### src/logic/pbcfs_pkg.sv
/*
  pbcfs_pkg: register offsets, reset values, field positions and
  selection codes of the port B / port C function select block.
  Assumes a 32-bit APB register bus, one register per aligned word.
*/
package pbcfs_pkg;

  // register byte offsets
  localparam logic [7:0] PBCFS_OFS_PB_LOW   = 8'h00;
  localparam logic [7:0] PBCFS_OFS_PB_HIGH  = 8'h04;
  localparam logic [7:0] PBCFS_OFS_PC_LOW   = 8'h08;
  localparam logic [7:0] PBCFS_OFS_PC_HIGH  = 8'h0C;
  localparam logic [7:0] PBCFS_OFS_IN_SEL   = 8'h10;

  // reset values
  localparam logic [7:0] PBCFS_RST_SELECT   = 8'h00;
  localparam logic [1:0] PBCFS_RST_RX_PIN   = 2'h0;

  // implemented bits of the input function select register
  localparam logic [7:0] PBCFS_IN_SEL_MASK  = 8'h03;

  // field low bit positions inside a select register
  localparam int PBCFS_FLD_PIN0 = 0;
  localparam int PBCFS_FLD_PIN1 = 2;
  localparam int PBCFS_FLD_PIN2 = 4;
  localparam int PBCFS_FLD_PIN3 = 6;

  // two-bit selection codes
  typedef enum logic [1:0] {
    PBCFS_SEL_00 = 2'b00,
    PBCFS_SEL_01 = 2'b01,
    PBCFS_SEL_10 = 2'b10,
    PBCFS_SEL_11 = 2'b11
  } pbcfs_sel_t;

endpackage

### src/logic/pbcfs_pin_cell.sv
/*
  pbcfs_pin_cell: one pin output driver mux between the port latch
  path and a peripheral output path.
  Assumes the select input is a decode of the registered field.
*/
`timescale 1ns/1ps
module pbcfs_pin_cell (
  input  wire logic periph_sel,
  input  wire logic latch_out,
  input  wire logic dir_input,
  input  wire logic periph_out,
  input  wire logic periph_oe,
  output logic      pin_out,
  output logic      pin_oe
);

  // peripheral drives pin when selected, else latch and direction
  assign pin_out = periph_sel ? periph_out : latch_out;
  assign pin_oe  = periph_sel ? periph_oe  : ~dir_input;

endmodule

### src/logic/pbcfs_top.sv
/*
  pbcfs_top: pin function select for port B and port C, plus the
  uart receive source select, behind an APB slave.
  Assumes the port latches, direction bits and peripherals live
  outside; analog routing is shown as per-pin enable levels.
*/
// Design decisions made here: the register addresses and the APB slave port.
`timescale 1ns/1ps
module pbcfs_top
  import pbcfs_pkg::*;
#(
  parameter int ADDR_WIDTH = 8
) (
  input  wire logic                  pclk,
  input  wire logic                  presetn,
  input  wire logic                  psel,
  input  wire logic                  penable,
  input  wire logic                  pwrite,
  input  wire logic [ADDR_WIDTH-1:0] paddr,
  input  wire logic [31:0]           pwdata,
  input  wire logic [3:0]            pstrb,
  output logic      [31:0]           prdata,
  output logic                       pready,
  output logic                       pslverr,
  // port latches and direction (1 = input) for port b and c
  input  wire logic [7:0]            port_b_latch,
  input  wire logic [7:0]            port_b_dir_input,
  input  wire logic [7:0]            port_c_latch,
  input  wire logic [7:0]            port_c_dir_input,
  // port pin levels read back
  input  wire logic                  port_a_bit0_in,
  input  wire logic [7:0]            port_b_in,
  input  wire logic [7:0]            port_c_in,
  // peripheral outputs and their enables
  input  wire logic                  periodic_timer_output,
  input  wire logic                  standard_timer1_output,
  input  wire logic                  opamp1_output,
  input  wire logic                  uart_tx,
  input  wire logic                  uart_tx_oe,
  input  wire logic                  uart_halfduplex_out,
  input  wire logic                  uart_halfduplex_oe,
  input  wire logic [3:0]            lcd_common_drive,
  input  wire logic [3:0]            lcd_common_oe,
  // pin drivers
  output logic      [7:0]            port_b_out,
  output logic      [7:0]            port_b_oe,
  output logic      [7:0]            port_c_out,
  output logic      [7:0]            port_c_oe,
  // digital inputs routed to peripherals
  output logic                       standard_timer1_clock_input,
  output logic                       external_irq1,
  output logic                       periodic_timer_clock_input,
  output logic                       periodic_timer_capture_input,
  output logic                       low_voltage_detect_input,
  output logic                       uart_rx_in,
  // analog and special pad switch enables
  output logic      [7:1]            analog_channel_en,
  output logic                       opamp1_neg_input_en,
  output logic                       io_supply_pin_en,
  output logic                       crystal_in_en,
  output logic                       crystal_out_en
);

  ////////////////////////////////////////////////////////////////
  // parameter check, refused at elaboration; the decode needs the
  // word index bits 4:2 and never looks above bit 7
  if (ADDR_WIDTH < 5 || ADDR_WIDTH > 8) begin : g_bad_addr_width
    $error("pbcfs_top: ADDR_WIDTH must lie in 5..8");
  end

  ////////////////////////////////////////////////////////////////
  // register storage
  logic [7:0] port_b_low_select;
  logic [7:0] port_b_high_select;
  logic [7:0] port_c_low_select;
  logic [7:0] port_c_high_select;
  logic [1:0] uart_receive_pin_choice;

  logic [7:0] addr8;
  logic       wr_en;
  logic       rd_hit;

  // field extraction shared by all decodes
  function automatic pbcfs_sel_t fld(input logic [7:0] r, input int pos);
    fld = pbcfs_sel_t'(r[pos +: 2]);
  endfunction

  // offset match against the word-aligned address
  function automatic logic hit(input logic [7:0] a, input logic [7:0] ofs);
    hit = (a[7:2] == ofs[7:2]);
  endfunction

  assign addr8 = 8'(paddr);
  assign wr_en = psel & penable & pwrite & pstrb[0];

  ////////////////////////////////////////////////////////////////
  // apb slave: zero wait states, unmapped access flags pslverr
  assign pready = 1'b1;

  always_comb begin
    rd_hit = 1'b1;
    if (hit(addr8, PBCFS_OFS_PB_LOW)) begin
      rd_hit = 1'b1;
    end else if (hit(addr8, PBCFS_OFS_PB_HIGH)) begin
      rd_hit = 1'b1;
    end else if (hit(addr8, PBCFS_OFS_PC_LOW)) begin
      rd_hit = 1'b1;
    end else if (hit(addr8, PBCFS_OFS_PC_HIGH)) begin
      rd_hit = 1'b1;
    end else if (hit(addr8, PBCFS_OFS_IN_SEL)) begin
      rd_hit = 1'b1;
    end else begin
      rd_hit = 1'b0;
    end
  end

  assign pslverr = psel & penable & ~rd_hit;

  // read data is taken at the setup edge so that it stands through
  // the whole access cycle with no wait state
  // read data, registered at the setup cycle of a read
  always_ff @(posedge pclk or negedge presetn) begin
    if (!presetn) begin
      prdata <= 32'h0000_0000;
    end else if (psel && !penable && !pwrite) begin
      if (hit(addr8, PBCFS_OFS_PB_LOW)) begin
        prdata <= {24'h00_0000, port_b_low_select};
      end else if (hit(addr8, PBCFS_OFS_PB_HIGH)) begin
        prdata <= {24'h00_0000, port_b_high_select};
      end else if (hit(addr8, PBCFS_OFS_PC_LOW)) begin
        prdata <= {24'h00_0000, port_c_low_select};
      end else if (hit(addr8, PBCFS_OFS_PC_HIGH)) begin
        prdata <= {24'h00_0000, port_c_high_select};
      end else if (hit(addr8, PBCFS_OFS_IN_SEL)) begin
        prdata <= {30'h0000_0000, uart_receive_pin_choice};
      end else begin
        prdata <= 32'h0000_0000;
      end
    end
  end

  // register writes, reset to general io
  // a write with byte strobe 0 clear leaves every field untouched
  always_ff @(posedge pclk or negedge presetn) begin
    if (!presetn) begin
      port_b_low_select       <= PBCFS_RST_SELECT;
      port_b_high_select      <= PBCFS_RST_SELECT;
      port_c_low_select       <= PBCFS_RST_SELECT;
      port_c_high_select      <= PBCFS_RST_SELECT;
      uart_receive_pin_choice <= PBCFS_RST_RX_PIN;
    end else if (wr_en) begin
      if (hit(addr8, PBCFS_OFS_PB_LOW)) begin
        port_b_low_select <= pwdata[7:0];
      end else if (hit(addr8, PBCFS_OFS_PB_HIGH)) begin
        port_b_high_select <= pwdata[7:0];
      end else if (hit(addr8, PBCFS_OFS_PC_LOW)) begin
        port_c_low_select <= pwdata[7:0];
      end else if (hit(addr8, PBCFS_OFS_PC_HIGH)) begin
        port_c_high_select <= pwdata[7:0];
      end else if (hit(addr8, PBCFS_OFS_IN_SEL)) begin
        uart_receive_pin_choice <= pwdata[1:0] & PBCFS_IN_SEL_MASK[1:0];
      end
    end
  end

  ////////////////////////////////////////////////////////////////
  // field decode of each pin
  // each pin's two-bit code, picked out of its select register
  pbcfs_sel_t sb0, sb1, sb2, sb3, sb4, sb5, sb6, sb7;
  pbcfs_sel_t sc0, sc1, sc2, sc3, sc4, sc5, sc6, sc7;

  assign sb0 = fld(port_b_low_select,  PBCFS_FLD_PIN0);
  assign sb1 = fld(port_b_low_select,  PBCFS_FLD_PIN1);
  assign sb2 = fld(port_b_low_select,  PBCFS_FLD_PIN2);
  assign sb3 = fld(port_b_low_select,  PBCFS_FLD_PIN3);
  assign sb4 = fld(port_b_high_select, PBCFS_FLD_PIN0);
  assign sb5 = fld(port_b_high_select, PBCFS_FLD_PIN1);
  assign sb6 = fld(port_b_high_select, PBCFS_FLD_PIN2);
  assign sb7 = fld(port_b_high_select, PBCFS_FLD_PIN3);
  assign sc0 = fld(port_c_low_select,  PBCFS_FLD_PIN0);
  assign sc1 = fld(port_c_low_select,  PBCFS_FLD_PIN1);
  assign sc2 = fld(port_c_low_select,  PBCFS_FLD_PIN2);
  assign sc3 = fld(port_c_low_select,  PBCFS_FLD_PIN3);
  assign sc4 = fld(port_c_high_select, PBCFS_FLD_PIN0);
  assign sc5 = fld(port_c_high_select, PBCFS_FLD_PIN1);
  assign sc6 = fld(port_c_high_select, PBCFS_FLD_PIN2);
  assign sc7 = fld(port_c_high_select, PBCFS_FLD_PIN3);

  ////////////////////////////////////////////////////////////////
  // peripheral select, data and enable per pin
  logic [7:0] b_psel, b_pout, b_poe;
  logic [7:0] c_psel, c_pout, c_poe;

  // port b: digital outputs only on timer and opamp codes
  // inverted timer outputs are formed here, not in the timers
  always_comb begin
    b_psel = 8'h00;
    b_pout = 8'h00;
    b_poe  = 8'h00;
    b_psel[0] = (sb0 == PBCFS_SEL_01);
    b_pout[0] = opamp1_output;
    b_psel[1] = (sb1 == PBCFS_SEL_01);
    b_pout[1] = ~standard_timer1_output;
    b_psel[3] = (sb3 == PBCFS_SEL_10);
    b_pout[3] = ~periodic_timer_output;
    b_psel[5] = (sb5 == PBCFS_SEL_01);
    b_pout[5] = periodic_timer_output;
    // analog or supply codes disconnect the digital driver
    b_psel[2] = (sb2 == PBCFS_SEL_01) || (sb2 == PBCFS_SEL_10);
    b_psel[4] = (sb4 == PBCFS_SEL_01) || (sb4 == PBCFS_SEL_10);
    b_psel[6] = (sb6 == PBCFS_SEL_01);
    b_psel[7] = (sb7 == PBCFS_SEL_01);
    b_psel[0] = b_psel[0] || (sb0 == PBCFS_SEL_10);
    b_psel[1] = b_psel[1] || (sb1 == PBCFS_SEL_10) || (sb1 == PBCFS_SEL_11);
    b_psel[3] = b_psel[3] || (sb3 == PBCFS_SEL_01);
    b_psel[5] = b_psel[5] || (sb5 == PBCFS_SEL_10) || (sb5 == PBCFS_SEL_11);
    b_poe[0] = (sb0 == PBCFS_SEL_01);
    b_poe[1] = (sb1 == PBCFS_SEL_01);
    b_poe[3] = (sb3 == PBCFS_SEL_10);
    b_poe[5] = (sb5 == PBCFS_SEL_01);
  end

  // port c: uart and lcd common functions on code 01
  always_comb begin
    c_psel = 8'h00;
    c_pout = 8'h00;
    c_poe  = 8'h00;
    c_psel[0] = (sc0 == PBCFS_SEL_01);
    c_pout[0] = lcd_common_drive[2];
    c_poe[0]  = lcd_common_oe[2];
    c_psel[1] = (sc1 == PBCFS_SEL_01);
    c_pout[1] = lcd_common_drive[1];
    c_poe[1]  = lcd_common_oe[1];
    c_psel[2] = (sc2 == PBCFS_SEL_01);
    c_pout[2] = uart_tx;
    c_poe[2]  = uart_tx_oe;
    c_psel[3] = (sc3 == PBCFS_SEL_01);
    c_pout[3] = uart_halfduplex_out;
    c_poe[3]  = uart_halfduplex_oe;
    c_psel[4] = (sc4 == PBCFS_SEL_01);
    c_pout[4] = uart_tx;
    c_poe[4]  = uart_tx_oe;
    c_psel[5] = (sc5 == PBCFS_SEL_01);
    c_pout[5] = uart_halfduplex_out;
    c_poe[5]  = uart_halfduplex_oe;
    c_psel[6] = (sc6 == PBCFS_SEL_01);
    c_pout[6] = lcd_common_drive[0];
    c_poe[6]  = lcd_common_oe[0];
    c_psel[7] = (sc7 == PBCFS_SEL_01);
    c_pout[7] = lcd_common_drive[3];
    c_poe[7]  = lcd_common_oe[3];
  end

  ////////////////////////////////////////////////////////////////
  // pin driver cells
  // one cell per pin keeps the latch or peripheral choice in one place
  genvar gi;
  generate
    for (gi = 0; gi < 8; gi++) begin : g_pins
      pbcfs_pin_cell u_b (
        .periph_sel (b_psel[gi]),
        .latch_out  (port_b_latch[gi]),
        .dir_input  (port_b_dir_input[gi]),
        .periph_out (b_pout[gi]),
        .periph_oe  (b_poe[gi]),
        .pin_out    (port_b_out[gi]),
        .pin_oe     (port_b_oe[gi])
      );
      pbcfs_pin_cell u_c (
        .periph_sel (c_psel[gi]),
        .latch_out  (port_c_latch[gi]),
        .dir_input  (port_c_dir_input[gi]),
        .periph_out (c_pout[gi]),
        .periph_oe  (c_poe[gi]),
        .pin_out    (port_c_out[gi]),
        .pin_oe     (port_c_oe[gi])
      );
    end
  endgenerate

  ////////////////////////////////////////////////////////////////
  // digital inputs shared with general io codes, all but the low voltage detect input; software must set
  // the direction bit to input for these to see the pad
  // gated to zero so a peripheral input stays quiet while its pin
  // serves another function
  assign standard_timer1_clock_input  =
    port_b_in[3] & ((sb3 == PBCFS_SEL_00) || (sb3 == PBCFS_SEL_11));
  assign external_irq1                =
    port_b_in[1] & (sb1 == PBCFS_SEL_00);
  assign low_voltage_detect_input     =
    port_b_in[1] & (sb1 == PBCFS_SEL_11);
  assign periodic_timer_clock_input   =
    port_b_in[6] & (sb6 != PBCFS_SEL_01);
  assign periodic_timer_capture_input =
    port_b_in[5] & (sb5 == PBCFS_SEL_00);

  // uart receive source select
  // codes 10 and 11 both take port_c_bit5
  always_comb begin
    case (uart_receive_pin_choice)
      2'b00:   uart_rx_in = port_a_bit0_in;
      2'b01:   uart_rx_in = port_c_in[3];
      default: uart_rx_in = port_c_in[5];
    endcase
  end

  ////////////////////////////////////////////////////////////////
  // analog and special pad switch enables
  // a switch closes only for its own code; the digital driver on
  // that pin has already been turned off above
  assign analog_channel_en[1] = (sb6 == PBCFS_SEL_01);
  assign analog_channel_en[2] = (sb0 == PBCFS_SEL_10);
  assign analog_channel_en[3] = (sb2 == PBCFS_SEL_10);
  assign analog_channel_en[4] = (sb3 == PBCFS_SEL_01);
  assign analog_channel_en[5] = (sb1 == PBCFS_SEL_10);
  assign analog_channel_en[6] = (sb4 == PBCFS_SEL_10);
  assign analog_channel_en[7] = (sb5 == PBCFS_SEL_11);
  assign opamp1_neg_input_en  = (sb2 == PBCFS_SEL_01);
  assign io_supply_pin_en     = (sb7 == PBCFS_SEL_01);
  assign crystal_in_en        = (sb5 == PBCFS_SEL_10);
  assign crystal_out_en       = (sb4 == PBCFS_SEL_01);

endmodule

### config.mk
export PLATFORM = sky130hd
export DESIGN_NAME = pbcfs_top
export DESIGN_NICKNAME = d
export VERILOG_FILES = /design/src/logic/pbcfs_pkg.sv /design/src/logic/pbcfs_pin_cell.sv /design/src/logic/pbcfs_top.sv
export SDC_FILE = /design/constraint.sdc
export NUM_CORES = 1
export LEC_CHECK = 0
export BUFFER_PORTS_ARGS = -buffer_cell sky130_fd_sc_hd__buf_2
export CAP_MARGIN = 25
export CORE_ASPECT_RATIO = 0.7
export CORE_UTILIZATION = 38
export CTS_CLUSTER_SIZE = 10
export DETAILED_ROUTE_END_ITERATION = 8
export PLACE_DENSITY = 0.81
export RECOVER_POWER = 25
export SLEW_MARGIN = 15
export SYNTH_ARGS = -nofsm -noshare
export SYNTH_HDL_FRONTEND = slang
export SYNTH_HIERARCHICAL = 1
export SYNTH_SLANG_ARGS = --single-unit
export TNS_END_PERCENT = 50
### constraint.sdc
create_clock -name pclk -period 1.3 [get_ports pclk]
set_clock_uncertainty 0.1 [all_clocks]
set_input_delay 0.195 -clock pclk [delete_from_list [all_inputs] [get_ports pclk]]
set_output_delay 0.195 -clock pclk [all_outputs]
set_load 0.01 [all_outputs]
Word level (Yosys, flattened, before mapping)
Index checks and enable logic that the tools add are counted.
{"block": "totals", "ff_bits": 66, "latch_bits": 0, "ram_bits": 0, "mem_bits_ro": 0, "in_bits": 113, "out_inout_bits": 83, "wordCells": 135, "memories": 0}
{"block": "classes", "n_addsub": 0, "mul": 0, "div_mod_pow": 0, "order_cmp": 0, "eq_ne": 31, "shifts": 0, "muxes": 43, "n_bitwise": 32, "n_reduce_logical": 23}
{"op": "$mux 1", "n": 37}
{"op": "$eq 2x1->1 const B", "n": 17}
{"op": "$mux 8", "n": 4}
{"op": "$not 1->1", "n": 23}
{"op": "$eq 2x2->1 const B", "n": 9}
{"op": "$eq 6x2->1 const B", "n": 2}
{"op": "$and 1x1->1", "n": 9}
{"op": "$logic_or 1x1->1", "n": 9}
{"op": "$logic_not 2->1", "n": 4}
{"op": "$eq 6x1->1 const B", "n": 1}
{"op": "$eq 6x3->1 const B", "n": 1}
{"op": "$logic_not 6->1", "n": 1}
{"op": "$reduce_and 6->1", "n": 1}
{"op": "$reduce_and 5->1", "n": 1}
{"op": "$reduce_and 4->1", "n": 1}
{"op": "$reduce_and 3->1", "n": 1}
{"op": "$logic_and 1x1->1", "n": 2}
{"op": "$logic_not 1->1", "n": 2}
{"op": "$mux 2", "n": 1}
{"op": "$ne 2x1->1 const B", "n": 1}
{"op": "$pmux 1 s2", "n": 1}
{"op": "$reduce_and 2->1", "n": 1}

Logic depth before layout (Yosys ltp)
Gate-level depths: netlist of the first run.
{"block": "depth", "depth_word": 8, "mapped_depth": 6, "ltp_nobuf": 4}

Hierarchy
Netlist of the first run, hierarchy kept.
{"module": "pbcfs_top", "instances": 1, "cells_each": 205, "area_each_um2": 2424.8, "seq_area_each_um2": 1051.0}
{"module": "pbcfs_pin_cell", "instances": 16, "cells_each": 3, "area_each_um2": 28.8, "seq_area_each_um2": 0.0}

Worst setup path before layout of the first run
OpenSTA, ideal clock, no wires.
{"block": "synth_path", "kind": "in2reg", "startpoint": "in paddr[7]", "endpoint": "reg port_b_high_select[0]", "setup_ns": 0.125, "t_arrival_ns": 1.445, "required_ns": 1.075, "slack_ns": -0.369, "stages": 4, "path_buffers": 0, "cell_sequence": "nor4_4 nand2_4 nor3b_4 mux2_2"}
{"block": "synth_via", "elab_chain_cells": 3, "elab_cells_between_ends": 4, "cone_classes": "eq/ne (1); bitwise (1); reduce/logical (2)"}
{"element": "from (decl)", "line_no": "pbcfs_top.sv:19", "source": "input wire logic [ADDR_WIDTH-1:0] paddr,"}
{"element": "$logic_not 6->1", "line_no": "pbcfs_top.sv:90", "source": "hit = (a[7:2] == ofs[7:2]);"}
{"element": "$not 1->1 (no source line)"}
{"element": "$reduce_and 3->1 (no source line) *"}
{"element": "to (signal assigned)", "line_no": "pbcfs_top.sv:155", "source": "port_b_high_select <= pwdata[7:0];"}
{"element": "to (decl)", "line_no": "pbcfs_top.sv:74", "source": "logic [7:0] port_b_high_select;"}
Mark *: on every way between the ends. The rest lies on a longest branch, timed or not.
A chain may end at the register's enable or synchronous reset.

Worst setup path after layout of the first run
{"block": "layout_path", "startpoint": "reg port_b_low_select[0]", "endpoint": "out port_b_out[0]"}
{"block": "layout_via", "elab_chain_cells": 3, "elab_cells_between_ends": 4, "cone_classes": "eq/ne (2); mux (1); reduce/logical (1)"}
{"element": "from (decl)", "line_no": "pbcfs_top.sv:73", "source": "logic [7:0] port_b_low_select;"}
{"element": "from (signal assigned)", "line_no": "pbcfs_top.sv:153", "source": "port_b_low_select <= pwdata[7:0];"}
{"element": "$eq 2x1->1 / $eq 2x2->1 (equally long branches)", "line_no": "pbcfs_top.sv:200, pbcfs_top.sv:213"}
{"element": "$logic_or 1x1->1 *", "line_no": "pbcfs_top.sv:213", "source": "b_psel[0] = b_psel[0] || (sb0 == PBCFS_SEL_10);"}
{"element": "via b_psel[0]", "line_no": "pbcfs_top.sv:191", "source": "logic [7:0] b_psel, b_pout, b_poe;"}
{"element": "$mux 1 *", "line_no": "pbcfs_pin_cell.sv:18", "source": "assign pin_out = periph_sel ? periph_out : latch_out;"}
{"element": "to (decl)", "line_no": "pbcfs_top.sv:45", "source": "output logic [7:0] port_b_out,"}
The timed path passes the listed nets; every way through them passes the cells marked *.

==> results.yml, run 1 <==
run_status:
  status: "complete, but fails checks"
  violations: "negative setup slack"
finish:
  drive_gt1_frac: 0.6765
  instances_no_fill: 574
  syn_to_final_growth_pct: 70.82
  antenna_cells: 0
  nNetsFinal: 596
detailed_routing:
  dr.pass1.iters: 4
  dr_total_vias: 2700
  drc: 0
  avgViaCountPerCell: 4.704
  wl_per_cell_um: 14.99
  ant_nets: 0
  drtIter0Drc: 115
  drt_wl_total_um: 8603
global_routing:
  grtUsageTotal: 0.2027
  grt_pass1_wl_um: 12310
  gr-total-overflow: 0
  grt_pass1_vias: 2568
  grt_max_degree: 43
  antenna_found_initial: 0
sta:
  hold_viol: 0
  max_freq_mhz: 564.6
  hold-worst-slack_ns: 0.09963
  finalCritPeriodShare: 1.363
  fin_setup_tns_ns: -16.64
  slew_violations: 0
  worst_slack_ns: -0.4713
  setup_violations: 79
  max_slew_margin: 0.6154
  worstMarginPinSlew_ns: 0.5768
  fin_crit_ns: 1.771
  rsz0062_at_grt: "true"
worst_setup_path:
  critPathMaxStageDelay_ns: 0.36
  cp_num_buf_inv: 3
  cp_slowest_cell: "dfrtp_1"
  cp.depth: 5
  required_ns: 1.00
  rr_worst_depth: 4
  cpLargestDelayFamily: "flip-flops"
  critPathMaxFanout: 2
  worstPathArrival_ns: 1.48
  critical_path_class: "flip-flop to primary output"
  cp-end-kind: "primary output"
  crit_chain: "inv_1 > ha_1 > inv_2 > mux2_4 > buf_6"
  cp-start-kind: "flip-flop"
job:
  maxCapViolCount: 0
clock_network:
  numCtsBuffers: 5
  cts.path.max_buffers: 2
  cts.clk_slew.worst_paths_ns: 0.09
  clk-insertion-delay-late_ns: 0.29
  clock_sinks: 42
  cts_root_buf: "clkbuf_8"
  h-tree-depth: 2
  cts_tree: "done"
synthesis:
  synth-edff-count: 0
  netlist_area_um2: 2885
  yosys-top-cells-count: "42 x dfrtp_1, 34 x mux2_2, 32 x inv_1"
  synthArstFlopShare: 1.000
  yosys.area.top_type: "dfrtp_1"
  synthTopCellsByArea: "dfrtp_1 36%, mux2_2 13%, mux2_4 8.3%"
  yosysUniqueCellTypes: 36
  yosysTopAreaCellShare: 0.3643
  ys.flop_type: "dfrtp_1"
  synthCells: 253
  syn_area_per_cell_um2: 11.40
  synth_warnings: 6
  yosysSeqAreaShare: 0.3643
  yosysMostFrequentCell: "dfrtp_1"
  synth-seq-cells: 42
power_and_ir_drop:
  ir_worst_vdd_mv: 0.7197
  power_density_nw_per_um2: 692.6
  p_leak_nw: 2.577
  total_power_mw: 3.414
die:
  core_um2: 7320
  start_util: 0.3942
  die_w_um: 106.2
  rows: 26
  die_area_um2: 7951
  die_h_um: 74.91
  io_pins: 196
placement:
  hpwlAfterDp_um: 5895
  place_congestion: 0.8306
  dp_cells: 537
  io_buffers: 131
hold_path:
  min_delay_path_depth: 2
  hp-class: "input pin to flip-flop"
==> metrics by stage <==
stage | instance area, um^2 | setup WS (ns) | util
after floorplan | 3017 | -0.3500 | -
after global placement | 4001 | -0.3983 | 0.5467
after detailed placement | 4001 | -0.4690 | 0.5467
after CTS | 4686 | -0.4814 | 0.6402
after global routing | 4928 | -0.5412 | 0.6733
final | 4928 | -0.4713 | 0.6733
==> area by class of cell <==
cell class	count	area, um^2
Clock buffer	5	68.82
Clock inverter	3	68.82
Fill cell	551	2391
Inverter	32	132.6
Multi-Input combinational cell	179	1876
Sequential cell	42	1051
Tap cell	98	122.6
Timing Repair Buffer	215	1609
==> flip-flops by register name, summed over array words and instances (netlist names) <==
name and count:
uart_receive_pin_choice 2, prdata 8, port_c_low_select 8, port_c_high_select 8, port_b_high_select 8, port_b_low_select 8
==> per-layer routing <==
layer / share of wire / global-route usage / up-vias
li1: - / - / 1257
met1: 0.39 / 0.2307 / 1331
met2: 0.55 / 0.4033 / 100
met3: 0.047 / 0.03723 / 12
met4: 0.013 / 0.04167 / 0
met5: 0 / 0 / -
==> power breakdown <==
group          internal [mW]  switching (mW)  total (mW)
registers               1.34          0.0263        1.36
logic                  0.452           0.354       0.806
clock network          0.770           0.477        1.25
total                   2.56           0.857        3.41
==> final timing paths <==
kind / startpoint / endpoint / slack (ns)
hold reg to reg: prdata[6]$_DFFE_PN0P_ / prdata[6]$_DFFE_PN0P_ / 0.42
max in group asynchronous: presetn / port_c_high_select[6]$_DFFE_PN0P_ / 0.27
setup / recovery: port_b_low_select[0]$_DFFE_PN0P_ / port_b_out[0] / -0.47
setup reg to reg: port_c_high_select[3]$_DFFE_PN0P_ / prdata[3]$_DFFE_PN0P_ / -0.24
min in group asynchronous: presetn / uart_receive_pin_choice[1]$_DFFE_PN0P_ / 0.44
hold / removal: pwdata[4] / port_c_low_select[4]$_DFFE_PN0P_ / 0.1
==> cells in the final DEF, fill, tap and decap left out, drive strengths merged, types with 3 or more instances in the layout <==
master / synthesis / layout
buf: 30 / 213
mux2: 50 / 50
dfrtp: 42 / 42
conb: 2 / 33
inv: 32 / 32
mux2i: 19 / 19
nor2b: 17 / 17
ha: 8 / 8
mux4: 6 / 6
a22o: 6 / 6
clkbuf: 1 / 6
nor2: 6 / 6
nand2b: 3 / 3
nand2: 3 / 3
nor4: 3 / 3
o21ai: 3 / 3
==> logic make-up after synthesis <==
kind of cell | after synthesis | synth area share
multiplexers | 75 | 0.3287
buffers and inverters | 63 | 0.1175
AND/OR/NAND/NOR | 46 | 0.1097
flip-flops | 42 | 0.3643
AO/OA/AOI/OAI | 17 | 0.04250
adder cells (fa/ha/maj) | 8 | 0.03469
other | 2 | 0.002603
==> timing repair <==
item,4_1_cts,5_1_grt
resized for setup,95,43
buffers inserted,19,14
hold buffers,1,0
pin swaps,19,10
setup endpoints to repair,90,90
hold endpoints to repair,42,0
No activity file was read; power rests on OpenSTA's default activity.
==> run 2: changes to the inputs <==
- CORE_MARGIN: not set -> 4
- clock period: 1.3 -> 1.55 ns (I/O delays scaled with it)
==> run 2 against run 1 <==
Against the previous run: the flow still finishes with violations (negative setup slack); total power shrank 24%; cell area shrank 10%; combinational power shrank 26%; core utilization shrank 7.3 points; hold slack gained 0.025 ns; critical path depth shrank 1; critical endpoint is now port_b_out[3]; largest cell class unchanged; highest routed layer unchanged.
==> results.yml, run 2 (same netlist as run 1, synthesis figures left out) <==
run_status:
  status: "complete, but fails checks"
  violations: "negative setup slack"
worst_setup_path:
  endpoint: "port_b_out[3]"
  critical_path_class: "flip-flop to primary output"
  worstPathArrival_ns: 1.47
  critPathMaxStageDelay_ns: 0.43
  crit_chain: "ha_4 > inv_4 > mux2_4 > buf_6"
  rr_worst_depth: 5
  cp-start-kind: "flip-flop"
  critPathMaxFanout: 2
  required_ns: 1.22
  reg2reg_from: "port_b_low_select[5]$_DFFE_PN0P_"
  cp-end-kind: "primary output"
  critPathLaunch: "port_b_low_select[7]$_DFFE_PN0P_"
  r2r_slack_ns: -0.03
  cp_slowest_cell: "dfrtp_1"
  r2r-end: "prdata[5]$_DFFE_PN0P_"
finish:
  multi_input_area_um2: 1728
  fin_util: 0.6006
  drive_gt1_frac: 0.6242
  instances_no_fill: 553
  antenna_cells: 0
  fillCellCount: 628
  final_common_cell: "buf_2"
  mostFrequentLayoutCells: "114 x buf_2, 49 x buf_4, 42 x dfrtp_1"
  syn_to_final_growth_pct: 53.04
  nNetsFinal: 575
  seqCellArea_um2: 1051
hold_path:
  hp-class: "input pin to flip-flop"
clock_network:
  clk-insertion-delay-late_ns: 0.29
  cts.clk_slew.worst_paths_ns: 0.08
  cts.path.max_buffers: 2
  h-tree-depth: 2
  clock_sinks: 42
  numCtsBuffers: 5
  cts_tree: "done"
  cts_root_buf: "clkbuf_8"
detailed_routing:
  drt_wl_total_um: 7925
  avgViaCountPerCell: 4.555
  drc: 0
  dr.pass1.iters: 4
  ant_nets: 0
  dr_total_vias: 2519
  wl_per_cell_um: 14.33
  drtIter0Drc: 72
global_routing:
  gr-total-overflow: 0
  grt_pass1_vias: 2604
  antenna_found_initial: 0
  grt_max_degree: 43
  grt_pass1_wl_um: 12250
  grtUsageTotal: 0.1681
power_and_ir_drop:
  p_comb_frac: 0.231
  ir_worst_vdd_mv: 0.2919
  power_density_nw_per_um2: 586.9
  clockPowerShare: 0.329
  switchingPower_mw: 0.6626
  intPower_mw: 1.929
  pwr-share-seq: 0.440
  p_leak_nw: 2.392
  p_sw_frac: 0.2557
sta:
  setup_violations: 34
  worst_slack_ns: -0.2530
  max_freq_mhz: 554.6
  max_slew_margin: 0.6161
  finalCritPeriodShare: 1.163
  hold_viol: 0
  worstMarginPinSlew_ns: 0.5759
  rsz0062_at_grt: "true"
  slew_violations: 0
  hold-worst-slack_ns: 0.1246
  fin_crit_ns: 1.803
  fin_setup_tns_ns: -3.301
placement:
  io_buffers: 131
  place_congestion: 0.7931
  dp_cells: 520
  hpwlAfterDp_um: 6119
die:
  die_h_um: 80.91
  core_um2: 7352
  die_area_um2: 9074
  io_pins: 196
  die_w_um: 112.2
  start_util: 0.3924
  rows: 26
job:
  maxCapViolCount: 0
[run 2: cell count changes in the layout (fill, tap and decap cells not counted), moves of 3 or more]
cell / before / now
buf_2: 102 / 114
mux2_2: 18 / 34
inv_1: 22 / 26
mux2_4: 32 / 16
ha_1: 2 / 6
ha_4: 6 / 2
inv_4: 5 / 2
buf_6: 62 / 29
[run 2: worst min path at each step]
stage | from | end | slack [ns] | cells after the start
finish | pwdata[7] | port_b_low_select[7]$_DFFE_PN0P_ | 0.12 | 2
global route | pwdata[7] | port_b_low_select[7]$_DFFE_PN0P_ | 0.13 | 2
CTS | pwdata[7] | port_b_low_select[7]$_DFFE_PN0P_ | 0.12 | 2
detailed placement | presetn | uart_receive_pin_choice[0]$_DFFE_PN0P_ | 0.23 | 2
global placement | presetn | uart_receive_pin_choice[0]$_DFFE_PN0P_ | 0.21 | 2
floorplan | presetn | port_b_high_select[0]$_DFFE_PN0P_ | -0.16 | 0
[run 2: per-layer routing]
| metal | vias up | GRT usage | wire length, um |
|---|---|---|---|
| li1 | 1214 | - | - |
| met1 | 1210 | 0.1953 | 3019 |
| met2 | 90 | 0.3187 | 4301 |
| met3 | 5 | 0.04468 | 571 |
| met4 | 0 | 0.02881 | 32 |
| met5 | - | 0 | 0 |
[run 2: metrics by stage]
stage | power [mW] | area [um^2] | setup WS (ns)
after floorplan | 1.469 | 3002 | -0.1375
after global placement | 1.642 | 3846 | -0.1869
after detailed placement | 1.661 | 3846 | -0.2374
after CTS | 2.577 | 4307 | -0.3100
after global routing | 2.704 | 4415 | -0.3176
final | 2.591 | 4415 | -0.2530
[run 2: worst max-delay path: cells and delay by family (launching register included)]
family | cells | cell delay (ns)
buffers and inverters | 2 | 0.16
flip-flops | 1 | 0.43
multiplexers | 1 | 0.29
adder cells (fa/ha/maj) | 1 | 0.30
[run 2: area by class of cell]
type                       count  area share
multi-input combinational    179      0.3913
tap                           98     0.02777
timing repair buffer         194      0.2905
clock inverter                 1    0.006801
clock buffer                   7     0.01729
inverter                      32     0.02834
sequential                    42      0.2380
[run 2: repair_timing]
| item | CTS | global route |
|---|---|---|
| hold endpoints to repair | 42 | 0 |
| pin swaps | 5 | 3 |
| hold buffers | 1 | 0 |
| buffers inserted | 17 | 7 |
| resized for setup | 52 | 12 |
| gates cloned | 0 | 0 |
| setup endpoints to repair | 38 | 42 |
[run 2: power groups by stage]
stage	sequential (mW)	combinational, mW	clock (mW)
floorplan	1.16	0.311	0
global placement	1.16	0.485	0
detailed placement	1.16	0.503	0
CTS	1.14	0.579	0.859
global route	1.14	0.655	0.905
finish	1.14	0.598	0.853
